File: src/logic/urx_pkg.sv
// Package with register layout, modes and constants of the receive endpoint status block.
package urx_pkg;
    // ****************************************
    // Register offsets
    // ****************************************
    localparam logic [3:0] URX_OFS_CSR = 4'h0;
    localparam logic [3:0] URX_OFS_CFG = 4'h4;
    localparam logic [3:0] URX_OFS_IRQ_STAT = 4'h8;
    localparam logic [3:0] URX_OFS_IRQ_CLR = 4'hC;
    localparam logic [3:0] URX_OFS_IRQ_EN = 4'h1;
    // ****************************************
    // Field positions
    // ****************************************
    localparam int URX_BIT_DROP = 18;
    localparam int URX_BIT_FULL = 17;
    localparam int URX_BIT_RDY = 16;
    localparam int URX_PAYLOAD_MULTIPLIER_LSB = 11;
    localparam int URX_PAYLOAD_MULTIPLIER_W = 5;
    localparam int URX_MAXP_W = 11;
    localparam int URX_CFG_HOST = 0;
    localparam int URX_CFG_TYPE_LSB = 1;
    localparam int URX_CFG_HS = 3;
    localparam int URX_CFG_MAX_TX_PAYLOAD_BYTES_LSB = 16;
    localparam int URX_IRQ_RDY = 0;
    localparam int URX_IRQ_ERR = 1;
    localparam int URX_IRQ_DROP = 2;
    // ****************************************
    // Reset values and counts
    // ****************************************
    localparam logic [4:0] URX_PAYLOAD_MULTIPLIER_RST = 5'h00;
    localparam logic [10:0] URX_MAXP_RST = 11'h000;
    localparam logic [1:0] URX_TRIES_LIMIT = 2'h3;
    localparam logic [3:0] URX_SLOTS = 4'h2;
    typedef enum logic [1:0] {
        URX_CTRL = 2'h0,
        URX_ISO = 2'h1,
        URX_BULK = 2'h2,
        URX_INTR = 2'h3
    } urx_xfer_t;
endpackage

File: src/logic/urx_ev_if.sv
// Interface carrying link events and slot state between the block and its slot counter.
`timescale 1ns/10ps
`default_nettype none
interface urx_ev_if;
    logic pkt_rcvd;
    logic pkt_fail;
    logic slot_full;
    logic pop;
    logic [3:0] used;
    modport src (output pkt_rcvd, output pkt_fail, output pop, input slot_full, input used);
    modport dst (input pkt_rcvd, input pkt_fail, input pop, output slot_full, output used);
endinterface
`default_nettype wire

File: src/logic/urx_slots.sv
// Packet slot counter of the receive queue.
`timescale 1ns/10ps
`default_nettype none
module urx_slots
    import urx_pkg::*;
(
    input wire logic clk_i,
    input wire logic rst_n_i,
    urx_ev_if.dst ev
);
    logic [3:0] used_q;
    always_ff @(posedge clk_i or negedge rst_n_i) begin
        if (!rst_n_i) begin
            used_q <= 4'h0;
        end else if (ev.pkt_rcvd && (used_q != URX_SLOTS) && !ev.pop) begin
            used_q <= used_q + 4'h1;
        end else if (ev.pop && !ev.pkt_rcvd && (used_q != 4'h0)) begin
            used_q <= used_q - 4'h1;
        end
    end
    assign ev.used = used_q;
    assign ev.slot_full = (used_q == URX_SLOTS);
endmodule // urx_slots
`default_nettype wire

File: src/logic/urx_top.sv
// Receive endpoint status and control block with register port.
//
// What this block does
// - Device role, isochronous: set drop flag when OUT packet finds queue full.
// - Device role, bulk: drop flag reads as zero.
// - Host role, non-isochronous: three failed receive attempts set error flag and interrupt.
// - Error flag reads zero for isochronous endpoints.
// - Full bit is one when no packet slot remains, else zero.
// - Received packet sets ready flag and interrupt unless the queue is full with no pop; software writes zero to clear.
// - Effective payload is transmit max payload times multiplier plus one.
// - Bulk multiplier plus one gives number of bus packets one queue packet splits into.
// - High speed periodic: multiplier 2 or 3 bounds transactions per microframe.
// - Bits 10 to 0 hold max receive payload bytes per transaction.
//
// The implementer's own choices: strobed register access and the placing of the registers.
`timescale 1ns/10ps
`default_nettype none
module urx_top
    import urx_pkg::*;
(
    input wire logic clk_i,
    input wire logic nrst_i,
    input wire logic [3:0] addr_i,
    input wire logic [31:0] wdata_i,
    input wire logic wr_i,
    input wire logic rd_i,
    output logic [31:0] rdata_o,
    input wire logic pkt_rcvd_i,
    input wire logic pkt_fail_i,
    input wire logic pkt_pop_i,
    output logic [15:0] payload_o,
    output logic [5:0] split_cnt_o,
    output logic [5:0] uframe_max_o,
    output logic irq_o
);
    // ****************************************
    // Reset release
    // ****************************************
    logic rst_a_q;
    logic rst_n;
    always_ff @(posedge clk_i or negedge nrst_i) begin
        if (!nrst_i) begin
            rst_a_q <= 1'b0;
            rst_n <= 1'b0;
        end else begin
            rst_a_q <= 1'b1;
            rst_n <= rst_a_q;
        end
    end

    // ****************************************
    // Configuration and control
    // ****************************************
    logic [4:0] payload_multiplier_q;
    logic [10:0] maxp_q;
    logic host_q;
    logic hs_q;
    urx_xfer_t type_q;
    logic [10:0] max_tx_payload_bytes_q;
    logic [2:0] irq_en_q;
    logic wr_csr;
    assign wr_csr = wr_i && (addr_i == URX_OFS_CSR);

    always_ff @(posedge clk_i or negedge rst_n) begin
        if (!rst_n) begin
            payload_multiplier_q <= URX_PAYLOAD_MULTIPLIER_RST;
            maxp_q <= URX_MAXP_RST;
        end else if (wr_csr) begin
            payload_multiplier_q <= wdata_i[URX_PAYLOAD_MULTIPLIER_LSB +: URX_PAYLOAD_MULTIPLIER_W];
            maxp_q <= wdata_i[URX_MAXP_W-1:0];
        end
    end

    always_ff @(posedge clk_i or negedge rst_n) begin
        if (!rst_n) begin
            host_q <= 1'b0;
            hs_q <= 1'b0;
            type_q <= URX_BULK;
            max_tx_payload_bytes_q <= URX_MAXP_RST;
        end else if (wr_i && (addr_i == URX_OFS_CFG)) begin
            host_q <= wdata_i[URX_CFG_HOST];
            hs_q <= wdata_i[URX_CFG_HS];
            type_q <= urx_xfer_t'(wdata_i[URX_CFG_TYPE_LSB +: 2]);
            max_tx_payload_bytes_q <= wdata_i[URX_CFG_MAX_TX_PAYLOAD_BYTES_LSB +: URX_MAXP_W];
        end
    end

    // ****************************************
    // Slot tracking
    // ****************************************
    urx_ev_if ev ();
    assign ev.pkt_rcvd = pkt_rcvd_i;
    assign ev.pkt_fail = pkt_fail_i;
    assign ev.pop = pkt_pop_i;
    urx_slots u_slots (
        .clk_i(clk_i),
        .rst_n_i(rst_n),
        .ev(ev)
    );

    // ****************************************
    // Status flags
    // ****************************************
    logic iso;
    logic rdy_q;
    logic drop_q;
    logic err_q;
    logic [1:0] tries_q;
    logic clr_rdy;
    logic clr_drop;
    logic set_rdy;
    logic set_drop;
    logic set_err;
    assign iso = (type_q == URX_ISO);
    // Writing one is a no-op, so software can rewrite the word without losing events.
    assign clr_rdy = wr_csr && !wdata_i[URX_BIT_RDY];
    assign clr_drop = wr_csr && !wdata_i[URX_BIT_DROP];
    assign set_rdy = pkt_rcvd_i && !(ev.slot_full && !pkt_pop_i);
    assign set_drop = !host_q && iso && pkt_rcvd_i && ev.slot_full && !pkt_pop_i;
    assign set_err = host_q && !iso && pkt_fail_i && (tries_q == URX_TRIES_LIMIT - 2'h1);

    always_ff @(posedge clk_i or negedge rst_n) begin
        if (!rst_n) begin
            rdy_q <= 1'b0;
        end else if (set_rdy) begin
            rdy_q <= 1'b1;
        end else if (clr_rdy) begin
            rdy_q <= 1'b0;
        end
    end

    always_ff @(posedge clk_i or negedge rst_n) begin
        if (!rst_n) begin
            drop_q <= 1'b0;
        end else if (set_drop) begin
            drop_q <= 1'b1;
        end else if (clr_drop && !host_q) begin
            drop_q <= 1'b0;
        end
    end

    always_ff @(posedge clk_i or negedge rst_n) begin
        if (!rst_n) begin
            err_q <= 1'b0;
        end else if (set_err) begin
            err_q <= 1'b1;
        end else if (clr_drop && host_q) begin
            err_q <= 1'b0;
        end
    end

    always_ff @(posedge clk_i or negedge rst_n) begin
        if (!rst_n) begin
            tries_q <= 2'h0;
        end else if (pkt_rcvd_i || set_err) begin
            tries_q <= 2'h0;
        end else if (host_q && pkt_fail_i) begin
            tries_q <= tries_q + 2'h1;
        end
    end

    // Bit 18 shares drop and error meanings; role selects one and type masks it where it cannot apply.
    logic bit18;
    always_comb begin
        if (host_q) begin
            bit18 = err_q && !iso;
        end else begin
            bit18 = drop_q && iso;
        end
    end

    // ****************************************
    // Payload arithmetic
    // ****************************************
    function automatic logic [15:0] urx_scale(input logic [10:0] p, input logic [4:0] m);
        logic [16:0] prod;
        prod = {6'h00, p} * ({12'h000, m} + 17'h00001);
        return prod[15:0];
    endfunction

    logic [5:0] payload_multiplier_p1;
    assign payload_multiplier_p1 = {1'b0, payload_multiplier_q} + 6'h01;

    always_ff @(posedge clk_i or negedge rst_n) begin
        if (!rst_n) begin
            payload_o <= 16'h0000;
            split_cnt_o <= 6'h01;
            uframe_max_o <= 6'h01;
        end else begin
            payload_o <= urx_scale(max_tx_payload_bytes_q, payload_multiplier_q);
            split_cnt_o <= (type_q == URX_BULK) ? payload_multiplier_p1 : 6'h01;
            // Only 2 or 3 are legal at high speed; every value other than 2 gives 3.
            if (hs_q && (type_q == URX_ISO || type_q == URX_INTR)) begin
                uframe_max_o <= (payload_multiplier_q == 5'h02) ? 6'h02 : 6'h03;
            end else begin
                uframe_max_o <= 6'h01;
            end
        end
    end

    // ****************************************
    // Interrupts
    // ****************************************
    logic [2:0] ist_q;
    logic [2:0] ist_set;
    assign ist_set = {set_drop, set_err, set_rdy};
    always_ff @(posedge clk_i or negedge rst_n) begin
        if (!rst_n) begin
            ist_q <= 3'h0;
        end else if (wr_i && addr_i == URX_OFS_IRQ_CLR) begin
            ist_q <= ist_set | (ist_q & ~wdata_i[2:0]);
        end else begin
            ist_q <= ist_q | ist_set;
        end
    end
    always_ff @(posedge clk_i or negedge rst_n) begin
        if (!rst_n) begin
            irq_en_q <= 3'h0;
        end else if (wr_i && addr_i == URX_OFS_IRQ_EN) begin
            irq_en_q <= wdata_i[2:0];
        end
    end
    assign irq_o = |(ist_q & irq_en_q);

    // ****************************************
    // Read path
    // ****************************************
    always_ff @(posedge clk_i or negedge rst_n) begin
        if (!rst_n) begin
            rdata_o <= 32'h0000_0000;
        end else if (rd_i) begin
            unique case (addr_i)
                URX_OFS_CSR: rdata_o <= {13'h0000, bit18, ev.slot_full, rdy_q,
                                         payload_multiplier_q, maxp_q};
                URX_OFS_CFG: rdata_o <= {5'h00, max_tx_payload_bytes_q, 12'h000, hs_q, type_q, host_q};
                URX_OFS_IRQ_STAT: rdata_o <= {29'h0000_0000, ist_q};
                URX_OFS_IRQ_EN: rdata_o <= {29'h0000_0000, irq_en_q};
                default: rdata_o <= 32'h0000_0000;
            endcase
        end else begin
            rdata_o <= 32'h0000_0000;
        end
    end

    // ****************************************
    // Checks
    // ****************************************
    a_full_bit: assert property (@(posedge clk_i) disable iff (!rst_n)
        ev.pkt_rcvd && !ev.pop && ev.used == URX_SLOTS - 4'h1 |=> ev.slot_full)
        else $error("full bit not set when last slot filled");
    a_rdy_set: assert property (@(posedge clk_i) disable iff (!rst_n)
        set_rdy |=> rdy_q)
        else $error("ready flag not set after packet");
    a_rdy_hold: assert property (@(posedge clk_i) disable iff (!rst_n)
        rdy_q && !clr_rdy |=> rdy_q)
        else $error("ready flag dropped without clear");
    a_drop_bulk: assert property (@(posedge clk_i) disable iff (!rst_n)
        !host_q && type_q == URX_BULK |-> !bit18)
        else $error("drop flag visible in bulk mode");
    a_err_iso: assert property (@(posedge clk_i) disable iff (!rst_n)
        host_q && iso |-> !bit18)
        else $error("error flag visible in iso mode");
    a_err_three: assert property (@(posedge clk_i) disable iff (!rst_n)
        host_q && !iso && !err_q && pkt_fail_i && !pkt_rcvd_i ##1 pkt_fail_i && !pkt_rcvd_i
        ##1 pkt_fail_i && !pkt_rcvd_i && $stable(type_q) && host_q |=> err_q)
        else $error("error flag not set after three failures");
    a_drop_set: assert property (@(posedge clk_i) disable iff (!rst_n)
        set_drop |=> drop_q ##1 (drop_q || $past(clr_drop)))
        else $error("drop flag not set on overrun");
    a_payload_calc: assert property (@(posedge clk_i) disable iff (!rst_n)
        $stable(max_tx_payload_bytes_q) && $stable(payload_multiplier_q) |=> payload_o == ({5'h00, $past(max_tx_payload_bytes_q)}
        * ({11'h000, $past(payload_multiplier_q)} + 16'h0001)))
        else $error("payload size wrong");
    a_irq_level: assert property (@(posedge clk_i) disable iff (!rst_n)
        set_rdy && irq_en_q[URX_IRQ_RDY] |=> irq_o)
        else $error("interrupt not raised on ready");
    c_rdy: cover property (@(posedge clk_i) disable iff (!rst_n) set_rdy ##1 clr_rdy);
    c_drop: cover property (@(posedge clk_i) disable iff (!rst_n) set_drop);
    c_err: cover property (@(posedge clk_i) disable iff (!rst_n) set_err ##[1:5] irq_o);
endmodule // urx_top
`default_nettype wire

File: config.mk
export PLATFORM = sky130hd
export DESIGN_NAME = urx_top
export DESIGN_NICKNAME = d
export VERILOG_FILES = /design/src/logic/urx_pkg.sv /design/src/logic/urx_ev_if.sv /design/src/logic/urx_slots.sv /design/src/logic/urx_top.sv
export SDC_FILE = /design/constraint.sdc
export NUM_CORES = 1
export LEC_CHECK = 0
export BUFFER_PORTS_ARGS = -buffer_cell sky130_fd_sc_hd__clkbuf_2
export CAP_MARGIN = 20
export CORE_MARGIN = 2
export CORE_UTILIZATION = 55
export CTS_CLUSTER_SIZE = 40
export DETAILED_ROUTE_END_ITERATION = 8
export GPL_TIMING_DRIVEN = 1
export PLACE_DENSITY = 0.84
export SLEW_MARGIN = 25
export SYNTH_ARGS = -nofsm -noshare
export SYNTH_HDL_FRONTEND = slang
export SYNTH_SLANG_ARGS = --single-unit
File: constraint.sdc
create_clock -name clk_i -period 8 [get_ports clk_i]
set_input_delay 0.4 -clock clk_i [delete_from_list [all_inputs] [get_ports clk_i]]
set_output_delay 0.4 -clock clk_i [all_outputs]
set_load 0.01 [all_outputs]
==> metrics.csv <==
metric,value,unit
achievable clock frequency,189,MHz
Worst EP required,8260,ps
total congestion overflow,0,
Final Net Count,708,
full die area,0.0115,mm2
Cells on Worst Hold Path,2,
gate count of the mapped netlist,511,
Static Leak,3.41,nW
Final WS setup,2700,ps
Register-to-Register Path Depth,13,
Core Region,0.0103,mm2
GR Util All Layers,21.7,%
"CTS clk-pin slew, worst paths",110,ps
Setup Skew,15.4,ps
Final Cycle Share,66.2,%
"Top cell by count, worst path",fa_1,
GPL Wtd Cong,0.890,
WL final,11.9,mm
Worst-Skew Late Latency,370,ps
Std-Cell Rows,37,
worst stage delay on the critical path,770,ps
CP Class,reg -> reg,
CTS H-tree lvls,3,
WHS,248,ps
cells along the critical path,ha_1 -> nand3_1 -> xnor2_1 -> nand2_1 -> fa_1 -> fa_1 -> fa_1 -> inv_1 -> ha_1 -> a211oi_1 -> o211ai_1 -> a221oi_1 -> xnor3_1,
WL/cell,16.0,um
synth unique cells,51,
filler cell count,802,
die extent in y,107,um
Switching Fraction,42.8,%
final number of hold-violating endpoints,0,
Post-route DRC,0,
global-route wire length before repair,19.5,mm
layout cell share with drive strength beyond 1,25.2,%
cts repair resizes,0,
crit start category,flop,
CTS tree,done,
max-cap violations,0,
setup TNS,0,ps
post-DP HPWL,8.93,mm
maximum clock path buffer count,2,
highest-delay cell along the critical path,xnor2_1,
final setup fails,0,
Rel. slew slack,34.8,%
pin count of the biggest net entering global routing,66,
Tmin final,5300,ps
Power Density,335,mW/mm2
initial antenna violation count,0,
Worst-Margin Slew,971,ps
Peak VDD IR,0.212,mV
post-route ant nets,0,
CTS Buf Count,9,
# port buffers,89,
Sw Pwr,0.000944,W
die span in x,107,um
HP Class,in -> reg,
worst-path maximum fanout,16,
clk root buf,clkbuf_8,
Avg Inst Size Synth,11.5,um2
I/O pins,104,
"commonest non-fill, non-tap cell in the layout",dfrtp_1,
Comb pwr share,53.6,%
Post-synth EDFFs,0,
asr flop ratio synth,100,%
vias in the first global route,4114,
Worst Setup End Kind,flop,
pre-CTS WS,2720,ps
WP data arrival,5550,ps
status,"complete, no violations",
synth warn,0,
Max Slew Vio Count,0,
DRT Pass-1 Iters,6,
RSZ-0062 raised after global routing,no,
Clock power frac,14.3,%
Starting Density,56.9,%
vias per inst,5.43,
Yosys reg bits,99,
"Top FF cell, synth",dfrtp_1,
DR iter-0 viols,257,
sequential fraction of the synthesis area,42.3,%
Area growth syn-to-layout,12.4,%
internal power,0.00126,W
"Core Util, Final",63.9,%
vias after detailed routing,4019,
Netlist Area Pre-Place,0.00587,mm2
diodes inserted,0,
sequential power share,32.1,%
Num Clock Sinks,99,
most frequent cells in the layout,"95 x dfrtp_1, 89 x clkbuf_2, 51 x inv_1, 47 x and2_1, 37 x fa_1",
-- cells in the mapped netlist, drive strengths merged, types with 8 or more instances --
cell type / number / area, um2
dfrtp: 96 / 2400
inv: 51 / 191
and2: 47 / 294
fa: 37 / 741
mux2: 35 / 424
ha: 29 / 363
nor2b: 28 / 175
nand2: 27 / 111
a21oi: 16 / 80.1
buf: 14 / 108
nor2: 14 / 52.6
xnor2: 13 / 114
and3: 9 / 56.3
clkbuf: 8 / 31.3
o21ai: 8 / 40.0
-- worst max-delay path, delay by kind of cell (launching register included) --
family                   cells  cell delay, ps
AND/OR/NAND/NOR              2             270
AO/OA/AOI/OAI                3             800
adder cells (fa/ha/maj)      5            2230
XOR/XNOR                     2            1200
buffers and inverters        1              40
flip-flops                   1             660
-- power by group through the flow --
| stage | logic (W) | registers (W) | clock network (W) |
|---|---|---|---|
| after global placement | 0.00112 | 0.000711 | 0 |
| after CTS | 0.00119 | 0.000708 | 0.000323 |
| after global routing | 0.00134 | 0.000726 | 0.000345 |
| after floorplan | 0.000890 | 0.000712 | 0 |
| after detailed placement | 0.00119 | 0.000718 | 0 |
| final | 0.00118 | 0.000709 | 0.000316 |
-- cell families (layout without fill, tap and decap cells) --
logic type / Yosys count / after routing / synth area share [%]
AOI/OAI and AO/OA: 59 / 59 / 7.05
xor gates and xnor gates: 21 / 21 / 3.37
adders and majority gates: 66 / 66 / 18.8
buffers and inverters: 73 / 158 / 5.63
DFF: 99 / 99 / 42.3
muxes: 35 / 35 / 7.23
other: 2 / 10 / 0.128
and+or+nand+nor: 156 / 156 / 15.5
-- worst paths after layout --
path,from,endpoint,slack (ps)
setup / recovery,payload_multiplier_q[0],payload_o[15],2700
setup reg to reg,payload_multiplier_q[0],payload_o[15],2700
hold / removal,wdata_i[13],payload_multiplier_q[2],250
hold reg to reg,rst_n,rdata_o[25],260
min in group asynchronous,rst_n,rdata_o[25],260
max in group asynchronous,rst_n,rdata_o[24],6580
-- flip-flops by register name, summed over array words and instances, names as in the netlist, 2 cells and up --
| signal | count |
|---|---|
| rdata_o | 27 |
| payload_o | 16 |
| max_tx_payload_bytes_q | 11 |
| maxp_q | 11 |
| split_cnt_o | 6 |
| payload_multiplier_q | 5 |
| u_slots.ev.used | 4 |
| irq_en_q | 3 |
| ist_q | 3 |
| tries_q | 2 |
| type_q | 2 |
| uframe_max_o | 2 |
-- what timing repair did --
action | in CTS | in global routing
endpoints found under the hold margin | 2 | 0
setup buffers | 0 | 0
hold buffers | 1 | 0
-- routing by layer --
| layer | global-route usage (%) | vias up | wire [um] |
|---|---|---|---|
| li1 | - | 1850 | - |
| met4 | 8.16 | 0 | 277 |
| met5 | 0 | - | 0 |
| met2 | 37.2 | 144 | 5950 |
| met1 | 28.2 | 2001 | 5030 |
| met3 | 3.03 | 24 | 589 |
-- metrics by stage --
stage               total power [W]  cell area [um2]  cells
floorplan                   0.00160             5900    519
finish                      0.00221             6600    740
global route                0.00241             6600    740
CTS                         0.00223             6600    740
detailed placement          0.00190             6390    723
global placement            0.00183             6390    723
-- layout make-up --
type / instances / area, um2 / share of cell area (%)
repair buffers: 91 / 463 / 7.02
multi-input cells: 347 / 3090 / 46.8
well taps: 136 / 170 / 2.58
clock buffers: 10 / 138 / 2.09
inverters: 51 / 191 / 2.90
flip-flops and latches: 99 / 2480 / 37.7
clock inverters: 6 / 60.1 / 0.910
Note: power is estimated with default switching activity, not from simulation.
